[src/inc/cssc_pkg.sv]
package cssc_pkg;

  // ----------------------------------------------------------------
  // register map (byte addresses)
  // ----------------------------------------------------------------
  localparam logic [7:0] ADDR_CLOCK_MODE = 8'h00;
  localparam logic [7:0] ADDR_XTAL_CTRL  = 8'h04;
  localparam logic [7:0] ADDR_MISC_CTRL  = 8'h08;
  localparam logic [7:0] ADDR_STATUS     = 8'h0c;
  localparam logic [7:0] ADDR_WDT_KICK   = 8'h10;

  // ----------------------------------------------------------------
  // field positions
  // ----------------------------------------------------------------
  localparam int CM_SRC_HI   = 7;
  localparam int CM_SRC_LO   = 5;
  localparam int CM_HF_EN    = 4;
  localparam int CM_LF_EN    = 2;
  localparam int CM_WDT_EN   = 1;
  localparam int CM_XRST_EN  = 0;
  localparam int XC_EN       = 7;
  localparam int XC_BAND_HI  = 6;
  localparam int XC_BAND_LO  = 5;
  localparam int MC_LVR_OFF  = 2;

  // ----------------------------------------------------------------
  // reset values
  // ----------------------------------------------------------------
  localparam logic [7:0] CLOCK_MODE_RST = 8'h96;
  localparam logic [7:0] XTAL_CTRL_RST  = 8'h00;
  localparam logic [7:0] MISC_CTRL_RST  = 8'h00;

  // ----------------------------------------------------------------
  // encodings
  // ----------------------------------------------------------------
  localparam logic [2:0] SRC_HF_DIV4 = 3'h0;
  localparam logic [2:0] SRC_HF_DIV2 = 3'h1;
  localparam logic [2:0] SRC_HF      = 3'h2;
  localparam logic [2:0] SRC_XTAL    = 3'h3;
  localparam logic [2:0] SRC_LF      = 3'h4;
  localparam logic [1:0] BAND_LOW    = 2'h1;
  localparam logic [1:0] BAND_MID    = 2'h2;
  localparam logic [1:0] BAND_HIGH   = 2'h3;
  localparam logic [1:0] RESP_OKAY   = 2'h0;
  localparam logic [1:0] RESP_SLVERR = 2'h2;

  // ----------------------------------------------------------------
  // timing
  // ----------------------------------------------------------------
  localparam int CLK_PERIOD_NS  = 50;
  localparam int HF_HALF_NS     = 50;
  localparam int LF_HALF_NS     = 9000;
  localparam int HF_HALF_CYC    = (HF_HALF_NS / CLK_PERIOD_NS < 1) ? 1
                                  : HF_HALF_NS / CLK_PERIOD_NS;
  localparam int LF_HALF_CYC    = LF_HALF_NS / CLK_PERIOD_NS;
  localparam int XTAL_STABLE_EDGES = 1024;
  localparam int WDT_LF_PERIODS    = 8192;
  localparam logic [2:0] LVR_SEL_RST = 3'h7;

  typedef struct packed {
    logic hf;
    logic hf_div2;
    logic hf_div4;
    logic xtal;
    logic lf;
  } cssc_osc_t;

endpackage

[src/rtl/cssc_sync.sv]
`timescale 1ns/1ps
module cssc_sync (
  input  wire logic i_clk,
  input  wire logic i_rst_n,
  input  wire logic i_async,
  output logic      o_sync
);
  logic stage1;

  // stage1 is read by the second flop only
  always_ff @(posedge i_clk or negedge i_rst_n) begin
    if (!i_rst_n) begin
      stage1 <= 1'b0;
      o_sync <= 1'b0;
    end else begin
      stage1 <= i_async;
      o_sync <= stage1;
    end
  end
endmodule // cssc_sync

[src/rtl/cssc_osc_model.sv]
`timescale 1ns/1ps
module cssc_osc_model #(
  parameter int HALF_CYC = 1
) (
  input  wire logic i_clk,
  input  wire logic i_rst_n,
  input  wire logic i_enable,
  output logic      o_tick,
  output logic      o_level
);
  logic [15:0] count;

  // a stopped oscillator freezes its level, it does not return low
  always_ff @(posedge i_clk or negedge i_rst_n) begin
    if (!i_rst_n) begin
      count   <= 16'h0000;
      o_tick  <= 1'b0;
      o_level <= 1'b0;
    end else if (!i_enable) begin
      o_tick  <= 1'b0;
    end else if (count >= 16'(HALF_CYC - 1)) begin
      count   <= 16'h0000;
      o_tick  <= 1'b1;
      o_level <= ~o_level;
    end else begin
      count   <= count + 16'h0001;
      o_tick  <= 1'b0;
    end
  end
endmodule // cssc_osc_model

[src/rtl/cssc_clock_control.sv]
`timescale 1ns/1ps
module cssc_clock_control #(
  parameter int         WDT_LF_PERIODS = cssc_pkg::WDT_LF_PERIODS,
  parameter logic [2:0] LVR_SEL        = cssc_pkg::LVR_SEL_RST
) (
  input  wire logic        i_clk,
  input  wire logic        i_reset_n,
  // axi4-lite slave
  input  wire logic [7:0]  i_s_axi_awaddr,
  input  wire logic        i_s_axi_awvalid,
  output logic             o_s_axi_awready,
  input  wire logic [31:0] i_s_axi_wdata,
  input  wire logic [3:0]  i_s_axi_wstrb,
  input  wire logic        i_s_axi_wvalid,
  output logic             o_s_axi_wready,
  output logic [1:0]       o_s_axi_bresp,
  output logic             o_s_axi_bvalid,
  input  wire logic        i_s_axi_bready,
  input  wire logic [7:0]  i_s_axi_araddr,
  input  wire logic        i_s_axi_arvalid,
  output logic             o_s_axi_arready,
  output logic [31:0]      o_s_axi_rdata,
  output logic [1:0]       o_s_axi_rresp,
  output logic             o_s_axi_rvalid,
  input  wire logic        i_s_axi_rready,
  // pins and core status
  input  wire logic        i_crystal_pin_a,
  input  wire logic        i_reset_capable_pin,
  input  wire logic        i_reset_pin_is_input,
  input  wire logic        i_supply_low,
  input  wire logic        i_power_on_done,
  input  wire logic        i_halt_exe,
  input  wire logic        i_halt_sys,
  input  wire logic        i_calibration_routine,
  // outputs
  output logic             o_crystal_enable,
  output logic [1:0]       o_crystal_band,
  output logic             o_sys_clk,
  output logic             o_external_reset,
  output logic             o_watchdog_reset,
  output logic             o_low_voltage_reset,
  output logic [2:0]       o_lvr_level
);

  // ----------------------------------------------------------------
  // reset release
  // ----------------------------------------------------------------
  logic rst_q1;
  logic rst_n;

  always_ff @(posedge i_clk or negedge i_reset_n) begin
    if (!i_reset_n) begin
      rst_q1 <= 1'b0;
      rst_n  <= 1'b0;
    end else begin
      rst_q1 <= 1'b1;
      rst_n  <= rst_q1;
    end
  end

  // ----------------------------------------------------------------
  // pin synchronisers
  // ----------------------------------------------------------------
  logic xtal_pin_s;
  logic rst_pin_s;
  logic supply_low_s;

  cssc_sync u_sync_xtal (
    .i_clk   (i_clk),
    .i_rst_n (rst_n),
    .i_async (i_crystal_pin_a),
    .o_sync  (xtal_pin_s)
  );

  cssc_sync u_sync_rst (
    .i_clk   (i_clk),
    .i_rst_n (rst_n),
    .i_async (i_reset_capable_pin),
    .o_sync  (rst_pin_s)
  );

  cssc_sync u_sync_lvr (
    .i_clk   (i_clk),
    .i_rst_n (rst_n),
    .i_async (i_supply_low),
    .o_sync  (supply_low_s)
  );

  // ----------------------------------------------------------------
  // registers
  // ----------------------------------------------------------------
  logic [7:0] clock_mode_select;
  logic [7:0] crystal_osc_control;
  logic [7:0] misc_control;
  logic       wdt_enable;
  logic       wdt_kick;
  logic       xtal_stable;
  logic       switch_busy;
  logic [2:0] cur_src;

  // ----------------------------------------------------------------
  // axi4-lite write channel
  // ----------------------------------------------------------------
  logic       wr_take;
  logic       wr_fire;
  logic [7:0] wr_addr;
  logic [7:0] wr_byte;
  logic       wr_lane0;
  logic       wr_mapped;

  // address and data are taken together once both are offered
  assign wr_take = i_s_axi_awvalid & i_s_axi_wvalid & ~o_s_axi_awready & ~o_s_axi_bvalid;
  assign wr_fire = o_s_axi_awready;

  always_ff @(posedge i_clk or negedge rst_n) begin
    if (!rst_n) begin
      o_s_axi_awready <= 1'b0;
      o_s_axi_wready  <= 1'b0;
      wr_addr         <= 8'h00;
      wr_byte         <= 8'h00;
      wr_lane0        <= 1'b0;
    end else begin
      o_s_axi_awready <= wr_take;
      o_s_axi_wready  <= wr_take;
      if (wr_take) begin
        wr_addr  <= i_s_axi_awaddr;
        wr_byte  <= i_s_axi_wdata[7:0];
        wr_lane0 <= i_s_axi_wstrb[0];
      end
    end
  end

  always_comb begin
    if (wr_addr == cssc_pkg::ADDR_CLOCK_MODE) begin
      wr_mapped = 1'b1;
    end else if (wr_addr == cssc_pkg::ADDR_XTAL_CTRL) begin
      wr_mapped = 1'b1;
    end else if (wr_addr == cssc_pkg::ADDR_MISC_CTRL) begin
      wr_mapped = 1'b1;
    end else if (wr_addr == cssc_pkg::ADDR_STATUS) begin
      wr_mapped = 1'b1;
    end else if (wr_addr == cssc_pkg::ADDR_WDT_KICK) begin
      wr_mapped = 1'b1;
    end else begin
      wr_mapped = 1'b0;
    end
  end

  always_ff @(posedge i_clk or negedge rst_n) begin
    if (!rst_n) begin
      o_s_axi_bvalid <= 1'b0;
      o_s_axi_bresp  <= cssc_pkg::RESP_OKAY;
    end else if (wr_fire) begin
      o_s_axi_bvalid <= 1'b1;
      o_s_axi_bresp  <= wr_mapped ? cssc_pkg::RESP_OKAY : cssc_pkg::RESP_SLVERR;
    end else if (i_s_axi_bready) begin
      o_s_axi_bvalid <= 1'b0;
    end
  end

  // one write changes the whole byte at once; the switcher and the
  // oscillators see selection and enables in the same cycle
  always_ff @(posedge i_clk or negedge rst_n) begin
    if (!rst_n) begin
      clock_mode_select   <= cssc_pkg::CLOCK_MODE_RST;
      crystal_osc_control <= cssc_pkg::XTAL_CTRL_RST;
      misc_control        <= cssc_pkg::MISC_CTRL_RST;
    end else begin
      if (wr_fire && wr_lane0) begin
        if (wr_addr == cssc_pkg::ADDR_CLOCK_MODE) begin
          clock_mode_select <= wr_byte;
        end else if (wr_addr == cssc_pkg::ADDR_XTAL_CTRL) begin
          crystal_osc_control <= wr_byte & 8'he0;
        end else if (wr_addr == cssc_pkg::ADDR_MISC_CTRL) begin
          misc_control <= wr_byte & 8'h04;
        end
      end
      // calibration wins over a write in the same cycle
      if (i_calibration_routine) begin
        clock_mode_select[cssc_pkg::CM_WDT_EN] <= 1'b0;
      end
    end
  end

  assign wdt_kick = wr_fire & wr_lane0 & (wr_addr == cssc_pkg::ADDR_WDT_KICK);

  // ----------------------------------------------------------------
  // axi4-lite read channel
  // ----------------------------------------------------------------
  logic [7:0] rd_value;
  logic       rd_mapped;
  logic       rd_take;

  assign rd_take = i_s_axi_arvalid & ~o_s_axi_arready & ~o_s_axi_rvalid;

  always_comb begin
    rd_mapped = 1'b1;
    if (i_s_axi_araddr == cssc_pkg::ADDR_CLOCK_MODE) begin
      rd_value = clock_mode_select;
    end else if (i_s_axi_araddr == cssc_pkg::ADDR_XTAL_CTRL) begin
      rd_value = crystal_osc_control;
    end else if (i_s_axi_araddr == cssc_pkg::ADDR_MISC_CTRL) begin
      rd_value = misc_control;
    end else if (i_s_axi_araddr == cssc_pkg::ADDR_STATUS) begin
      rd_value = {1'b0, cur_src, o_low_voltage_reset, wdt_enable, switch_busy, xtal_stable};
    end else if (i_s_axi_araddr == cssc_pkg::ADDR_WDT_KICK) begin
      rd_value = 8'h00;
    end else begin
      rd_value  = 8'h00;
      rd_mapped = 1'b0;
    end
  end

  always_ff @(posedge i_clk or negedge rst_n) begin
    if (!rst_n) begin
      o_s_axi_arready <= 1'b0;
      o_s_axi_rvalid  <= 1'b0;
      o_s_axi_rdata   <= 32'h0000_0000;
      o_s_axi_rresp   <= cssc_pkg::RESP_OKAY;
    end else begin
      o_s_axi_arready <= rd_take;
      if (rd_take) begin
        o_s_axi_rvalid <= 1'b1;
        o_s_axi_rdata  <= {24'h00_0000, rd_value};
        o_s_axi_rresp  <= rd_mapped ? cssc_pkg::RESP_OKAY : cssc_pkg::RESP_SLVERR;
      end else if (i_s_axi_rready) begin
        o_s_axi_rvalid <= 1'b0;
      end
    end
  end

  // ----------------------------------------------------------------
  // oscillators
  // ----------------------------------------------------------------
  cssc_pkg::cssc_osc_t osc;
  logic                hf_tick;
  logic                hf_level;
  logic                lf_tick;
  logic [1:0]          hf_div;

  cssc_osc_model #(.HALF_CYC(cssc_pkg::HF_HALF_CYC)) u_hf_osc (
    .i_clk    (i_clk),
    .i_rst_n  (rst_n),
    .i_enable (clock_mode_select[cssc_pkg::CM_HF_EN]),
    .o_tick   (hf_tick),
    .o_level  (hf_level)
  );

  cssc_osc_model #(.HALF_CYC(cssc_pkg::LF_HALF_CYC)) u_lf_osc (
    .i_clk    (i_clk),
    .i_rst_n  (rst_n),
    .i_enable (clock_mode_select[cssc_pkg::CM_LF_EN]),
    .o_tick   (lf_tick),
    .o_level  (osc.lf)
  );

  always_ff @(posedge i_clk or negedge rst_n) begin
    if (!rst_n) begin
      hf_div <= 2'h0;
    end else if (hf_tick && !hf_level) begin
      hf_div <= hf_div + 2'h1;
    end
  end

  assign osc.hf      = hf_level;
  assign osc.hf_div2 = hf_div[0];
  assign osc.hf_div4 = hf_div[1];
  // crystal waveform only counts while the oscillator is enabled
  assign osc.xtal    = xtal_pin_s & crystal_osc_control[cssc_pkg::XC_EN];

  // ----------------------------------------------------------------
  // crystal supervision
  // ----------------------------------------------------------------
  logic        xtal_prev;
  logic [10:0] xtal_edges;

  always_ff @(posedge i_clk or negedge rst_n) begin
    if (!rst_n) begin
      xtal_prev   <= 1'b0;
      xtal_edges  <= 11'h000;
      xtal_stable <= 1'b0;
    end else begin
      xtal_prev <= osc.xtal;
      if (!crystal_osc_control[cssc_pkg::XC_EN]) begin
        xtal_edges  <= 11'h000;
        xtal_stable <= 1'b0;
      end else if (osc.xtal && !xtal_prev && !xtal_stable) begin
        xtal_edges <= xtal_edges + 11'h001;
        if (xtal_edges == 11'(cssc_pkg::XTAL_STABLE_EDGES - 1)) begin
          xtal_stable <= 1'b1;
        end
      end
    end
  end

  always_ff @(posedge i_clk or negedge rst_n) begin
    if (!rst_n) begin
      o_crystal_enable <= 1'b0;
      o_crystal_band   <= 2'h0;
    end else begin
      o_crystal_enable <= crystal_osc_control[cssc_pkg::XC_EN];
      o_crystal_band   <= crystal_osc_control[cssc_pkg::XC_BAND_HI:cssc_pkg::XC_BAND_LO];
    end
  end

  // ----------------------------------------------------------------
  // glitch-free source switch
  // ----------------------------------------------------------------
  typedef enum logic [1:0] {CSSC_RUN, CSSC_DRAIN, CSSC_ARM} cssc_sw_t;

  cssc_sw_t   sw_state;
  logic [2:0] req_src;
  logic [2:0] new_src;
  logic       old_level;
  logic       old_prev;
  logic       new_level;

  function automatic logic src_level(input cssc_pkg::cssc_osc_t o, input logic [2:0] s);
    if (s == cssc_pkg::SRC_HF_DIV4) begin
      return o.hf_div4;
    end else if (s == cssc_pkg::SRC_HF_DIV2) begin
      return o.hf_div2;
    end else if (s == cssc_pkg::SRC_HF) begin
      return o.hf;
    end else if (s == cssc_pkg::SRC_XTAL) begin
      return o.xtal;
    end else begin
      return o.lf;
    end
  endfunction

  assign req_src   = clock_mode_select[cssc_pkg::CM_SRC_HI:cssc_pkg::CM_SRC_LO];
  assign old_level = src_level(osc, cur_src);
  assign new_level = src_level(osc, new_src);
  assign switch_busy = (sw_state != CSSC_RUN);

  // the old source must show a falling edge before the gate closes; if
  // it was stopped by the same write it never does and the core hangs
  always_ff @(posedge i_clk or negedge rst_n) begin
    if (!rst_n) begin
      sw_state <= CSSC_RUN;
      cur_src  <= cssc_pkg::SRC_LF;
      new_src  <= cssc_pkg::SRC_LF;
      old_prev <= 1'b0;
    end else begin
      old_prev <= old_level;
      case (sw_state)
        CSSC_RUN: begin
          if (req_src != cur_src) begin
            new_src  <= req_src;
            sw_state <= CSSC_DRAIN;
          end
        end
        CSSC_DRAIN: begin
          if (old_prev && !old_level) begin
            sw_state <= CSSC_ARM;
          end
        end
        CSSC_ARM: begin
          if (!new_level) begin
            cur_src  <= new_src;
            sw_state <= CSSC_RUN;
          end
        end
        default: begin
          sw_state <= CSSC_RUN;
        end
      endcase
    end
  end

  always_ff @(posedge i_clk or negedge rst_n) begin
    if (!rst_n) begin
      o_sys_clk <= 1'b0;
    end else if (sw_state == CSSC_ARM) begin
      o_sys_clk <= 1'b0;
    end else if (sw_state == CSSC_DRAIN && old_prev && !old_level) begin
      o_sys_clk <= 1'b0;
    end else begin
      o_sys_clk <= old_level;
    end
  end

  // ----------------------------------------------------------------
  // external reset pin
  // ----------------------------------------------------------------
  always_ff @(posedge i_clk or negedge rst_n) begin
    if (!rst_n) begin
      o_external_reset <= 1'b0;
    end else begin
      o_external_reset <= clock_mode_select[cssc_pkg::CM_XRST_EN] & i_reset_pin_is_input
                          & ~rst_pin_s;
    end
  end

  // ----------------------------------------------------------------
  // watchdog
  // ----------------------------------------------------------------
  logic [31:0] wdt_count;
  logic        lf_rise;

  assign lf_rise    = lf_tick & osc.lf;
  assign wdt_enable = clock_mode_select[cssc_pkg::CM_WDT_EN];

  // calibration clears the enable; reuse of the write port keeps one driver
  always_ff @(posedge i_clk or negedge rst_n) begin
    if (!rst_n) begin
      wdt_count        <= 32'h0000_0000;
      o_watchdog_reset <= 1'b0;
    end else begin
      o_watchdog_reset <= 1'b0;
      if (!wdt_enable || wdt_kick) begin
        wdt_count <= 32'h0000_0000;
      end else if (lf_rise) begin
        if (wdt_count == 32'(WDT_LF_PERIODS - 1)) begin
          wdt_count        <= 32'h0000_0000;
          o_watchdog_reset <= 1'b1;
        end else begin
          wdt_count <= wdt_count + 32'h0000_0001;
        end
      end
    end
  end

  // ----------------------------------------------------------------
  // low-voltage reset
  // ----------------------------------------------------------------
  always_ff @(posedge i_clk or negedge rst_n) begin
    if (!rst_n) begin
      o_low_voltage_reset <= 1'b0;
      o_lvr_level         <= cssc_pkg::LVR_SEL_RST;
    end else begin
      o_lvr_level         <= LVR_SEL;
      o_low_voltage_reset <= supply_low_s & i_power_on_done
                             & ~misc_control[cssc_pkg::MC_LVR_OFF]
                             & ~i_halt_exe & ~i_halt_sys;
    end
  end

endmodule // cssc_clock_control

[config.mk]
export PLATFORM = sky130hd
export DESIGN_NAME = cssc_clock_control
export DESIGN_NICKNAME = d
export VERILOG_FILES = /design/src/inc/cssc_pkg.sv /design/src/rtl/cssc_sync.sv /design/src/rtl/cssc_osc_model.sv /design/src/rtl/cssc_clock_control.sv
export SDC_FILE = /design/constraint.sdc
export NUM_CORES = 1
export LEC_CHECK = 0
export ABC_AREA = 1
export BUFFER_PORTS_ARGS = -buffer_cell sky130_fd_sc_hd__buf_2
export CORE_MARGIN = 3
export CORE_UTILIZATION = 61
export CTS_CLUSTER_SIZE = 25
export DETAILED_ROUTE_END_ITERATION = 8
export PLACE_DENSITY = 0.92
export RECOVER_POWER = 25
export REMOVE_ABC_BUFFERS = 1
export SETUP_SLACK_MARGIN = 0.05
export SLEW_MARGIN = 15
export SYNTH_ARGS = -nofsm -noshare
export SYNTH_HDL_FRONTEND = slang
export SYNTH_SLANG_ARGS = --single-unit
[constraint.sdc]
create_clock -name i_clk -period 6.5 [get_ports i_clk]
set_input_delay 1.3 -clock i_clk [delete_from_list [all_inputs] [get_ports i_clk]]
set_output_delay 1.3 -clock i_clk [all_outputs]
set_load 0.005 [all_outputs]
==> out/qor.csv, run 1 <==
stage,metric,value,unit
setup_path,path_cells,buf_4,
power_and_ir_drop,leakage,3.877,nW
clocking,postCtsSetupRepairBufs,0,
clocking,path_clk_slew,0.06,ns
layout,syn_to_final_growth,11.52,%
power_and_ir_drop,switchingPower,0.6341,mW
setup_path,critPathTopFamily,flip-flops,
floorplanning,die_h,113.1,µm
sta,hold_viol,0,
sta,finalSetupViolations,0,
clocking,cts.sinks,134,
sta,grt_setup_unrepaired,false,
detailed_routing,vias_per_cell,5.497,
clocking,numCtsBuffers,17,
power_and_ir_drop,comb_power_share,12.4,%
synth,yosysMostFrequentCell,nand2_1,
synth,ys.flop_type,dfrtp_1,
setup_path,arrival,3.10,ns
layout,design_area,7802,µm²
detailed_routing,drt-pass1-iter-count,6,
detailed_routing,wl_per_cell,14.32,µm
run_status,violations,"max-capacitance violations, max-slew violations",
global_routing,grt_max_degree,82,
clocking,clkLatencyLatePin,0.42,ns
global_routing,grt_pass1_vias,5901,
floorplanning,start_util,63.43,%
setup_path,reg2reg_slack,3.80,ns
sta,fmax,369.9,MHz
setup_path,path_buf_inv,1,
global_routing,grt_pass1_wl,27.25,mm
setup_path,crit_type,flop to async pin,
floorplanning,io_pins,118,
sta,tightest_slew,1.936,ns
synth,synthTopCellsByCount,"nand2_1, dfrtp_1, nor2_1",
floorplanning,dieArea,12790,µm²
detailed_routing,wl,16.14,mm
synth,synthCells,913,
sta,min_period_over_period,41.59,%
hold_path,hp-class,flop to flop,
power_and_ir_drop,ir_worst_vdd,0.0002821,V
synth,netlist_area,6997,µm²
sta,finalCriticalPeriod,2.703,ns
detailed_routing,vias,6195,
setup_path,crit_fanout,81,
place,dpl_cell_area,7217,µm²
synth,syn_area_per_cell,7.663,µm²
power_and_ir_drop,clock_power_share,42.4,%
sta,report.final.slew_viol_count,53,
global_routing,grt-ovfl-total,0,
synth,synth.top_cell.area_share,45.78,%
run_status,status,"complete, but fails checks",
layout,num_antenna_cells,0,
setup_path,slowest_delay,1.64,ns
clocking,hold_buffers,0,
setup_path,cpMaxStageDelayCell,dfrtp_1,
setup_path,end_kind,async pin,
detailed_routing,drtIter0Drc,616,
sta,slew_headroom,-29.05,%
setup_path,cp.required,6.89,ns
synth,yosys.area.top_type,dfrtp_1,
synth,netlist_top_cells_area,"dfrtp_1, nand2_1, nor2_1, inv_1, nand3_1",
synth,synth.distinct_cells,37,
detailed_routing,drcViolationCount,0,
power_and_ir_drop,switching_share,28.26,%
power_and_ir_drop,seqPwrFrac,45.2,%
synth,synthArstFlopShare,100.0,%
clocking,clock_path_buffers,2,
power_and_ir_drop,p_per_area,287.6,nW/µm²
synth,synth_edf_count,0,
setup_path,startpoint_type,flop,
global_routing,antenna_found_initial,0,
layout,num-nets-final,1044,
floorplanning,std_cell_rows,38,
synth,ys_seq_area_share,48.03,%
clocking,cts_resized,0,
layout,final_layout_size_suffix_gt1_share,12.06,%
detailed_routing,ant_nets,0,
place,portBuffers,61,
sta,finClkSkew,0.01043,ns
synth,ys_seq_elements,134,
place,dpl.hpwl,10.64,mm
power_and_ir_drop,p_int,1.610,mW
clocking,cts_tree,done,
place,place_congestion,0.9127,
clocking,clockRootBuffer,clkbuf_16,
clocking,cts_max_level,4,
floorplanning,core,11030,µm²
global_routing,groute.usage.overall,26.61,%
floorplanning,die_x,113.1,µm
synth,yosys_warnings,0,
run,max_cap_viol_count,1,
sta,fin_setup_tns,0,ns
-- cells by family (layout without fill, tap and decap cells) --
family | after synthesis | count (layout) | synth area share (%)
compound gates | 77 | 77 | 5.919
xor+xnor | 16 | 16 | 2.003
fa+ha+maj | 3 | 3 | 0.5365
buf+inv | 150 | 196 | 10.85
flops | 134 | 134 | 48.03
other cells | 2 | 30 | 0.1073
simple gates | 531 | 531 | 32.55
-- metrics by stage --
step / total power [mW] / std cells / hold slack (ns) / setup slack, ns / util (%)
after floorplan: 1.196 / 893 / 0.3312 / 2.501 / -
after global placement: 1.272 / 1095 / 0.3333 / 3.682 / 65.43
after detailed placement: 1.286 / 1095 / 0.3347 / 3.635 / 65.43
after CTS: 2.252 / 1127 / 0.3578 / 4.074 / 70.78
after global routing: 2.346 / 1127 / 0.3689 / 3.257 / 70.74
final: 2.244 / 1127 / 0.3535 / 3.797 / 70.74
-- per-layer routing --
metal / track usage [%] / share of wire, %
met1: 36.04 / 44
met2: 42.06 / 46
met3: 5.829 / 7.8
met4: 10.74 / 2.6
met5: 0 / 0
-- area by class of cell --
| class | count | area [µm²] |
|---|---|---|
| clock inverters | 12 | 143.9 |
| multi-input cells | 657 | 2982 |
| fillers | 848 | 3228 |
| clock buffers | 20 | 446.7 |
| repair buffers | 62 | 311.5 |
| inverters | 102 | 382.9 |
| flip-flops and latches | 134 | 3361 |
| well taps | 140 | 175.2 |
-- layout by cell type, fill, tap and decap left out, types with 3 or more instances in the layout --
cell type / synthesis / final
a21oi_1: 13 / 13
buf_2: 7 / 60
clkbuf_1: 4 / 3
clkbuf_16: 0 / 17
clkinv_4: 0 / 4
conb_1: 2 / 30
dfrtp_1: 128 / 128
dfstp_2: 6 / 4
ha_1: 3 / 3
inv_1: 97 / 97
inv_2: 5 / 5
nand2_1: 297 / 297
nand2_2: 3 / 3
nand3_1: 59 / 59
nand3_2: 3 / 3
nand4_1: 34 / 34
nor2_1: 110 / 110
nor2_4: 5 / 5
nor3_1: 10 / 10
o211ai_1: 3 / 3
o21ai_0: 41 / 41
o21ai_1: 9 / 9
o22ai_1: 4 / 4
o31ai_1: 3 / 3
or2_2: 3 / 3
xor2_1: 14 / 14
-- path summary, 6_finish.rpt --
check                              startpoint                  to  depth (start not counted)
min reg2reg                u_sync_xtal.stage1  u_sync_xtal.o_sync                          0
max reg2reg                             rst_n       wdt_count[30]                          1
min                        u_sync_xtal.stage1  u_sync_xtal.o_sync                          0
max                                     rst_n       wdt_count[30]                          1
max in group i_clk          i_s_axi_araddr[5]    o_s_axi_rdata[1]                          8
min in group asynchronous           i_reset_n              rst_q1                          1
-- power by group through the flow --
stage                     Sequential, mW  Clock [mW]  Combinational [mW]
after floorplan                     1.01           0               0.186
after global placement              1.02           0               0.255
after detailed placement            1.02           0               0.265
after CTS                           1.01       0.963               0.276
after global routing                1.02        1.00               0.320
final                               1.01       0.952               0.277
-- registers in the layout (all words and copies together) (netlist names), 2 cells and up --
| register | count |
|---|---|
| new_src | 3 |
| wr_byte | 8 |
| sw_state | 2 |
| clock_mode_select | 8 |
| xtal_edges | 11 |
| o_crystal_band | 2 |
| hf_div | 2 |
| wr_addr | 8 |
| crystal_osc_control | 3 |
| o_s_axi_rdata | 8 |
| cur_src | 3 |
| wdt_count | 32 |
| u_lf_osc.count | 16 |
Power figures use the tool's default switching activity.
==> run 2, diff against run 1 <==
ABC_AREA = 0   (was 1)
CORE_UTILIZATION = 50   (was 61)
PLACE_DENSITY = 0.82   (was 0.92)
clock period = 2.45 ns   (was 6.5 ns; I/O delays follow)
==> run 2 against run 1 <==
Against the previous run:
- setup slack lost 3.8 ns
- sequential share of layout area up 1.8 points
- register-to-register slack worse by 3.8 ns
- maximum frequency increased by 9.8%
- critical path depth rose by 4
- core utilization down 8.6 points
- final cell count shrank 25%
- largest cell class unchanged
- sequential power grew to 2.7 times the previous value
- flip-flop and latch count did not move
- clock power rose to 2.8 times the previous value
- the flow finishes with violations (max-capacitance violations, max-slew violations, negative setup slack)
- first-iteration DRC count is 62% lower
- critical path type is now flop to flop
- final area fell by 4.0%
==> out/qor.csv, run 2 <==
stage,metric,value,unit,change
setup_path,reg2reg_slack,-0.01,ns,was 3.80 ns
clocking,clock_path_buffers,2,,unchanged
layout,top_regs,"wdt_count: 32 flops, u_lf_osc.count: 16 flops, xtal_edges: 11 flops",,unchanged
place,pre_cts_ws,0.001001,ns,was 3.635 ns
synth,ys_seq_elements,134,,unchanged
detailed_routing,wl_per_cell,16.69,µm,was 14.32 µm
setup_path,worstSetupEndpoint,wdt_count[25],,was wdt_count[30]
setup_path,crit_type,flop to flop,,was flop to async pin
synth,netlist_area,6195,µm²,was 6997 µm²
global_routing,grt_pass1_vias,4710,,"was 5,901"
global_routing,grt_pass1_wl,22.97,mm,was 27.25 mm
sta,min_period_over_period,100.5,%,was 41.59%
place,dpl.hpwl,9.367,mm,was 10.64 mm
layout,syn_to_final_growth,20.88,%,was 11.52%
detailed_routing,drt-pass1-iter-count,5,,was 6
setup_path,r2r-end,wdt_count[25],,was wdt_count[30]
setup_path,slowest_delay,0.56,ns,was 1.64 ns
synth,yosys.area.top_type,dfrtp_1,,unchanged
floorplanning,die_x,117.3,µm,was 113.1 µm
clocking,clkLatencyLatePin,0.42,ns,about the same
synth,ys.flop_type,dfrtp_1,,unchanged
layout,n_fill_cell,909,,was 848
setup_path,critPathTopFamily,simple AND/OR/NAND/NOR gates,,was flip-flops
hold_path,hp-start,i_crystal_pin_a,,was u_sync_xtal.stage1
synth,synthArstFlopShare,100.0,%,unchanged
power_and_ir_drop,leakage,3.373,nW,was 3.877 nW
global_routing,grt-ovfl-total,0,,unchanged
run_status,violations,"max-capacitance violations, max-slew violations, negative setup slack",,"was max-capacitance violations, max-slew violations"
synth,synth.top_cell.area_share,51.71,%,was 45.78%
hold_path,hp-class,primary input to flop,,was flop to flop
setup_path,r2r_cells,5,,was 1
sta,fmax,406.2,MHz,was 369.9 MHz
global_routing,groute.usage.overall,20.60,%,was 26.61%
detailed_routing,vias_per_cell,5.546,,was 5.497
setup_path,cp.depth,5,,was 1
layout,final_common_cell,dfrtp_1,,was nand2_1
place,placed_cells,801,,"was 1,095"
clocking,numCtsBuffers,17,,unchanged
synth,yosys_warnings,0,,unchanged
synth,synth_edf_count,0,,unchanged
setup_path,cpMaxStageDelayCell,or4_4,,was dfrtp_1
sta,grt_setup_unrepaired,true,,was false
power_and_ir_drop,ir_worst_vdd,0.0005467,V,was 0.0002821 V
detailed_routing,drtIter0Drc,233,,was 616
synth,synth.distinct_cells,58,,was 37
synth,synthCells,573,,was 913
sta,finalWorstSetupSlack,-0.01203,ns,was 3.797 ns
sta,finalCriticalPeriod,2.462,ns,was 2.703 ns
layout,final_layout_size_suffix_gt1_share,27.08,%,was 12.06%
floorplanning,die_h,117.3,µm,was 113.1 µm
synth,syn_area_per_cell,10.81,µm²,was 7.663 µm²
setup_path,cp.required,2.80,ns,was 6.89 ns
global_routing,grt_max_degree,48,,was 82
synth,netlist_top_cells_area,"dfrtp_1, mux2_2, buf_4, nor2_1, dfstp_2",,"was dfrtp_1, nand2_1, nor2_1, inv_1, nand3_1"
floorplanning,start_util,51.36,%,was 63.43%
global_routing,antenna_found_initial,0,,unchanged
synth,synthTopCellsByCount,"dfrtp_1, nor2_1, nand2_1",,"was nand2_1, dfrtp_1, nor2_1"
layout,largest_reg_flops,32,,unchanged
clocking,cts.sinks,134,,unchanged
sta,slew_headroom,-30.29,%,was -29.05%
place,portBuffers,61,,unchanged
clocking,cts_max_level,4,,unchanged
layout,largest-register,wdt_count,,unchanged
setup_path,path_buf_inv,0,,was 1
layout,final_cell_mix,"dfrtp_1, buf_2, nor2_1, nand2_1, mux2_2",,"was nand2_1, dfrtp_1, nor2_1, inv_1, buf_2"
setup_path,arrival,2.81,ns,was 3.10 ns
synth,ys_seq_area_share,54.25,%,was 48.03%
sta,finalSetupViolations,3,,was 0
synth,yosysMostFrequentCell,dfrtp_1,,was nand2_1
floorplanning,core,12060,µm²,"was 11,030 µm²"
layout,final_cells,840,,"was 1,127"
run_status,status,"complete, but fails checks",,unchanged
run,max_cap_viol_count,1,,unchanged
floorplanning,dieArea,13760,µm²,"was 12,790 µm²"
detailed_routing,wl,14.02,mm,was 16.14 mm
place,place_congestion,0.8461,,was 0.9127
sta,tightest_slew,1.954,ns,was 1.936 ns
clocking,clockRootBuffer,clkbuf_16,,unchanged
sta,report.final.slew_viol_count,45,,was 53
setup_path,r2r-start,wr_addr[1],,was rst_n
clocking,cts_tree,done,,unchanged
layout,num_antenna_cells,0,,unchanged
layout,num-nets-final,729,,"was 1,044"
detailed_routing,drcViolationCount,0,,unchanged
power_and_ir_drop,p_per_area,830.6,nW/µm²,was 287.6 nW/µm²
detailed_routing,ant_nets,0,,unchanged
setup_path,end_kind,flop,,was async pin
setup_path,crit_fanout,7,,was 81
detailed_routing,vias,4659,,"was 6,195"
setup_path,path_cells,or4b_4 > o31a_1 > or4_4 > or3_1 > a21oi_2,,was buf_4
clocking,path_clk_slew,0.06,ns,about the same
sta,finClkSkew,0.008381,ns,was 0.01043 ns
setup_path,startpoint_type,flop,,unchanged
setup_path,startpoint,wr_addr[1],,was rst_n
floorplanning,std_cell_rows,40,,was 38
floorplanning,io_pins,118,,unchanged
sta,hold_viol,0,,unchanged
==> run 2: stage by stage <==
stage,utilization (%),cell area (µm²),hold WS (ns),power (mW),setup TNS [ns]
2_1_floorplan,-,6003,0.1944,3.224,-205.37
4_1_cts,61.14,7375,0.1587,6.233,0
6_report,62.09,7488,0.1727,6.220,-0.01909
5_1_grt,62.09,7488,0.1535,6.472,-0.1754
3_5_place_dp,55.76,6725,0.2758,3.510,0
3_3_place_gp,55.76,6725,0.2743,3.434,0
==> run 2: final cells by class <==
type	instances	area, µm²	share of cell area [%]
clock inverter	12	176.4	2.356
timing repair buffer	88	558.0	7.452
inverter	14	52.55	0.7018
clock buffer	20	456.7	6.099
tap	168	210.2	2.807
multi-input combinational	404	2674	35.71
sequential	134	3361	44.88
==> run 2: how the worst min path moves through the flow <==
| stage | to | slack [ns] | cells after the start |
|---|---|---|---|
| after detailed placement | rst_q1 | 0.28 | 1 |
| after global placement | rst_q1 | 0.27 | 1 |
| final | u_sync_xtal.stage1 | 0.17 | 1 |
| after floorplan | rst_n | 0.19 | 0 |
| after CTS | u_sync_xtal.stage1 | 0.16 | 1 |
| after global routing | u_sync_xtal.stage1 | 0.15 | 1 |
==> run 2: cell families (layout without fill, tap and decap cells) <==
kind of cell	after synthesis	after routing	synth area share, %
xor+xnor	33	33	4.666
fa+ha+maj	3	3	0.6060
flops	134	134	54.25
other cells	2	30	0.1212
compound gates	85	85	8.887
mux	43	43	8.019
simple gates	210	210	17.81
buf+inv	63	134	5.635
==> run 2: timing repair <==
action	in CTS	in global routing
pin swaps	2	14
setup buffers	0	6
setup endpoints to repair	7	11
hold buffers	1	0
resized for setup	3	18
endpoints found under the hold margin	2	0
==> run 2: routing by layer <==
metal	wire length (µm)	vias up	GRT usage (%)
met1	5855	2320	26.05
met4	287	0	8.211
met3	702	28	5.207
li1	-	2151	-
met5	0	-	0
met2	7173	160	34.14
==> run 2: report_power, final <==
| group | total (mW) | switching (mW) | internal [mW] |
|---|---|---|---|
| Combinational | 0.750 | 0.371 | 0.379 |
| Clock | 2.71 | 0.952 | 1.75 |
| Sequential | 2.76 | 0.278 | 2.49 |
==> run 3, diff against run 2 <==
CORE_ASPECT_RATIO = 0.8   (was not set)
==> run 3 against run 2 <==
Against the previous run:
- the flow now finishes without violations
- routed wire length decreased by 0.63%
- clock power about the same
- final area down 1.1%
- register-to-register slack better by 0.07 ns
- combinational power decreased by 0.9%
- power decreased by 0.14%
- sequential share of layout area rose by 0.55 points
- via count increased by 0.97%
- critical path depth stayed put
- flip-flop and latch count unchanged
- worst hold slack got worse by 0.0010 ns
==> out/qor.csv, run 3 (synthesis gave the netlist of run 2 again) <==
stage,metric,value,unit,change
run_status,status,"complete, no violations",,"was complete, but fails checks"
global_routing,grt_pass1_wl,22.82,mm,was 22.97 mm
layout,top_regs,"wdt_count: 32 flops, u_lf_osc.count: 16 flops, xtal_edges: 11 flops",,unchanged
power_and_ir_drop,p_int,4.617,mW,was 4.619 mW
sta,fmax,418.4,MHz,was 406.2 MHz
layout,largest_reg_flops,32,,unchanged
setup_path,slowest_delay,0.55,ns,was 0.56 ns
detailed_routing,wl,13.93,mm,was 14.02 mm
setup_path,worstSetupEndpoint,wdt_count[27],,was wdt_count[25]
global_routing,groute.usage.overall,21.26,%,was 20.60%
power_and_ir_drop,leakage,3.363,nW,was 3.373 nW
setup_path,r2r-end,wdt_count[27],,was wdt_count[25]
detailed_routing,drt-pass1-iter-count,5,,unchanged
floorplanning,dieArea,13770,µm²,"was 13,760 µm²"
global_routing,grt_use_met2,33.78,%,was 34.14%
layout,num_antenna_cells,0,,unchanged
floorplanning,io_pins,118,,unchanged
global_routing,use_met1,27.93,%,was 26.05%
clocking,clock_path_buffers,2,,unchanged
setup_path,startpoint_type,flop,,unchanged
floorplanning,std_cell_rows,35,,was 40
clocking,cts.sinks,134,,unchanged
floorplanning,die_x,130.4,µm,was 117.3 µm
setup_path,crit_type,flop to flop,,unchanged
layout,largest-register,wdt_count,,unchanged
global_routing,busiest_layer,met2,,unchanged
layout,num-nets-final,731,,was 729
detailed_routing,ant_nets,0,,unchanged
sta,tightest_slew,0.9866,ns,was 1.954 ns
power_and_ir_drop,seqPwrFrac,44.4,%,was 44.5%
clocking,cts_max_level,4,,unchanged
floorplanning,die_h,105.6,µm,was 117.3 µm
layout,n_fill_cell,883,,was 909
sta,finalWorstSetupSlack,0.05988,ns,was -0.01203 ns
power_and_ir_drop,comb_power_share,12.0,%,was 12.1%
global_routing,grt-ovfl-total,0,,unchanged
clocking,clkLatencyLatePin,0.43,ns,was 0.42 ns
global_routing,grtUsageMet3,5.876,%,was 5.207%
place,portBuffers,61,,unchanged
global_routing,grt_pass1_vias,4648,,"was 4,710"
floorplanning,core,11820,µm²,"was 12,060 µm²"
detailed_routing,vias_per_cell,5.723,,was 5.546
layout,final_cell_mix,"dfrtp_1, buf_2, nor2_1, nand2_1, mux2_2",,unchanged
hold_path,hp-start,i_supply_low,,was i_crystal_pin_a
setup_path,end_kind,flop,,unchanged
setup_path,path_cells,or4b_4 > o31a_1 > or4_4 > or3_1 > a21oi_1,,was or4b_4 > o31a_1 > or4_4 > or3_1 > a21oi_2
clocking,numCtsBuffers,17,,unchanged
sta,fin_setup_tns,0,ns,was -0.01909 ns
place,dpl_cell_area,6728,µm²,was 6725 µm²
sta,min_period_over_period,97.56,%,was 100.5%
sta,finalCriticalPeriod,2.390,ns,was 2.462 ns
run,max_cap_viol_count,0,,was 1
place,placed_cells,788,,was 801
sta,report.final.slew_viol_count,0,,was 45
detailed_routing,drcViolationCount,0,,unchanged
power_and_ir_drop,clock_power_share,43.6,%,was 43.5%
setup_path,crit_fanout,7,,unchanged
clocking,clockRootBuffer,clkbuf_16,,unchanged
sta,finClkSkew,0.01441,ns,was 0.008381 ns
power_and_ir_drop,switching_share,25.66,%,was 25.73%
setup_path,r2r-start,wr_addr[5],,was wr_addr[1]
place,dpl.hpwl,9.698,mm,was 9.367 mm
setup_path,startpoint,wr_addr[5],,was wr_addr[1]
sta,hold_viol,0,,unchanged
place,pre_cts_ws,0.03080,ns,was 0.001001 ns
power_and_ir_drop,power,6.211,mW,was 6.220 mW
sta,holdWs,0.1717,ns,was 0.1727 ns
setup_path,cp.required,2.81,ns,was 2.80 ns
sta,slew_headroom,34.22,%,was -30.29%
setup_path,arrival,2.75,ns,was 2.81 ns
setup_path,reg2reg_slack,0.06,ns,was -0.01 ns
global_routing,grt_max_degree,49,,was 48
floorplanning,start_util,52.39,%,was 51.36%
detailed_routing,drtIter0Drc,350,,was 233
setup_path,r2r_cells,5,,unchanged
layout,syn_to_final_growth,19.55,%,was 20.88%
layout,final_cells,822,,was 840
hold_path,hp-class,primary input to flop,,unchanged
global_routing,antenna_found_initial,0,,unchanged
layout,design_area,7406,µm²,was 7488 µm²
clocking,cts_tree,done,,unchanged
detailed_routing,vias,4704,,"was 4,659"
power_and_ir_drop,p_per_area,838.6,nW/µm²,was 830.6 nW/µm²
sta,grt_setup_unrepaired,true,,unchanged
layout,final_layout_size_suffix_gt1_share,26.11,%,was 27.08%
power_and_ir_drop,switchingPower,1.594,mW,was 1.600 mW
place,place_congestion,0.8200,,was 0.8461
power_and_ir_drop,ir_worst_vdd,0.0005988,V,was 0.0005467 V
hold_path,whs_path_depth,1,,unchanged
sta,finalSetupViolations,0,,was 3
layout,fin_util,62.63,%,was 62.09%
setup_path,cpMaxStageDelayCell,or4b_4,,was or4_4
layout,final_common_cell,dfrtp_1,,unchanged
detailed_routing,wl_per_cell,16.95,µm,was 16.69 µm
clocking,path_clk_slew,0.06,ns,about the same
-- run 3: worst max-delay path, delay by kind of cell (launching register included) --
kind               cells  cell delay [ns]
AOI/OAI and AO/OA      2             0.48
DFF                    1             0.38
and+or+nand+nor        3             1.46
-- run 3: per-layer routing --
| metal | vias to the layer above | wire, µm |
|---|---|---|
| li1 | 2162 | - |
| met1 | 2305 | 5826 |
| met2 | 200 | 6755 |
| met3 | 37 | 1023 |
| met4 | 0 | 324 |
| met5 | - | 0 |
-- run 3: final cells by class --
type	count	area [µm²]	share of cell area (%)
repair buffers	90	521.8	7.045
clock inverters	12	177.7	2.399
well taps	148	185.2	2.500
clock buffers	20	456.7	6.167
inverters	14	52.55	0.7096
multi-input cells	404	2648	35.75
flip-flops and latches	134	3364	45.43
-- run 3: repair_timing --
action / 4_1_cts / 5_1_grt
setup buffers: 0 / 1
gates resized for setup: 2 / 9
hold endpoints to repair: 2 / 0
pin swaps: 1 / 9
setup endpoints to repair: 6 / 12
hold buffers: 1 / 0
-- run 3: power by group through the flow --
stage / Combinational (mW) / Sequential [mW] / Clock (mW)
2_1_floorplan: 0.482 / 2.74 / 0
3_3_place_gp: 0.691 / 2.75 / 0
3_5_place_dp: 0.733 / 2.78 / 0
4_1_cts: 0.746 / 2.75 / 2.74
5_1_grt: 0.837 / 2.80 / 2.84
6_report: 0.743 / 2.76 / 2.71
-- run 3: worst min path at each step --
stage                          to  slack, ns
2_1_floorplan               rst_n       0.19
3_3_place_gp               rst_q1       0.28
3_5_place_dp                rst_n       0.28
4_1_cts        u_sync_xtal.stage1       0.16
5_1_grt         u_sync_lvr.stage1       0.16
6_report        u_sync_lvr.stage1       0.17
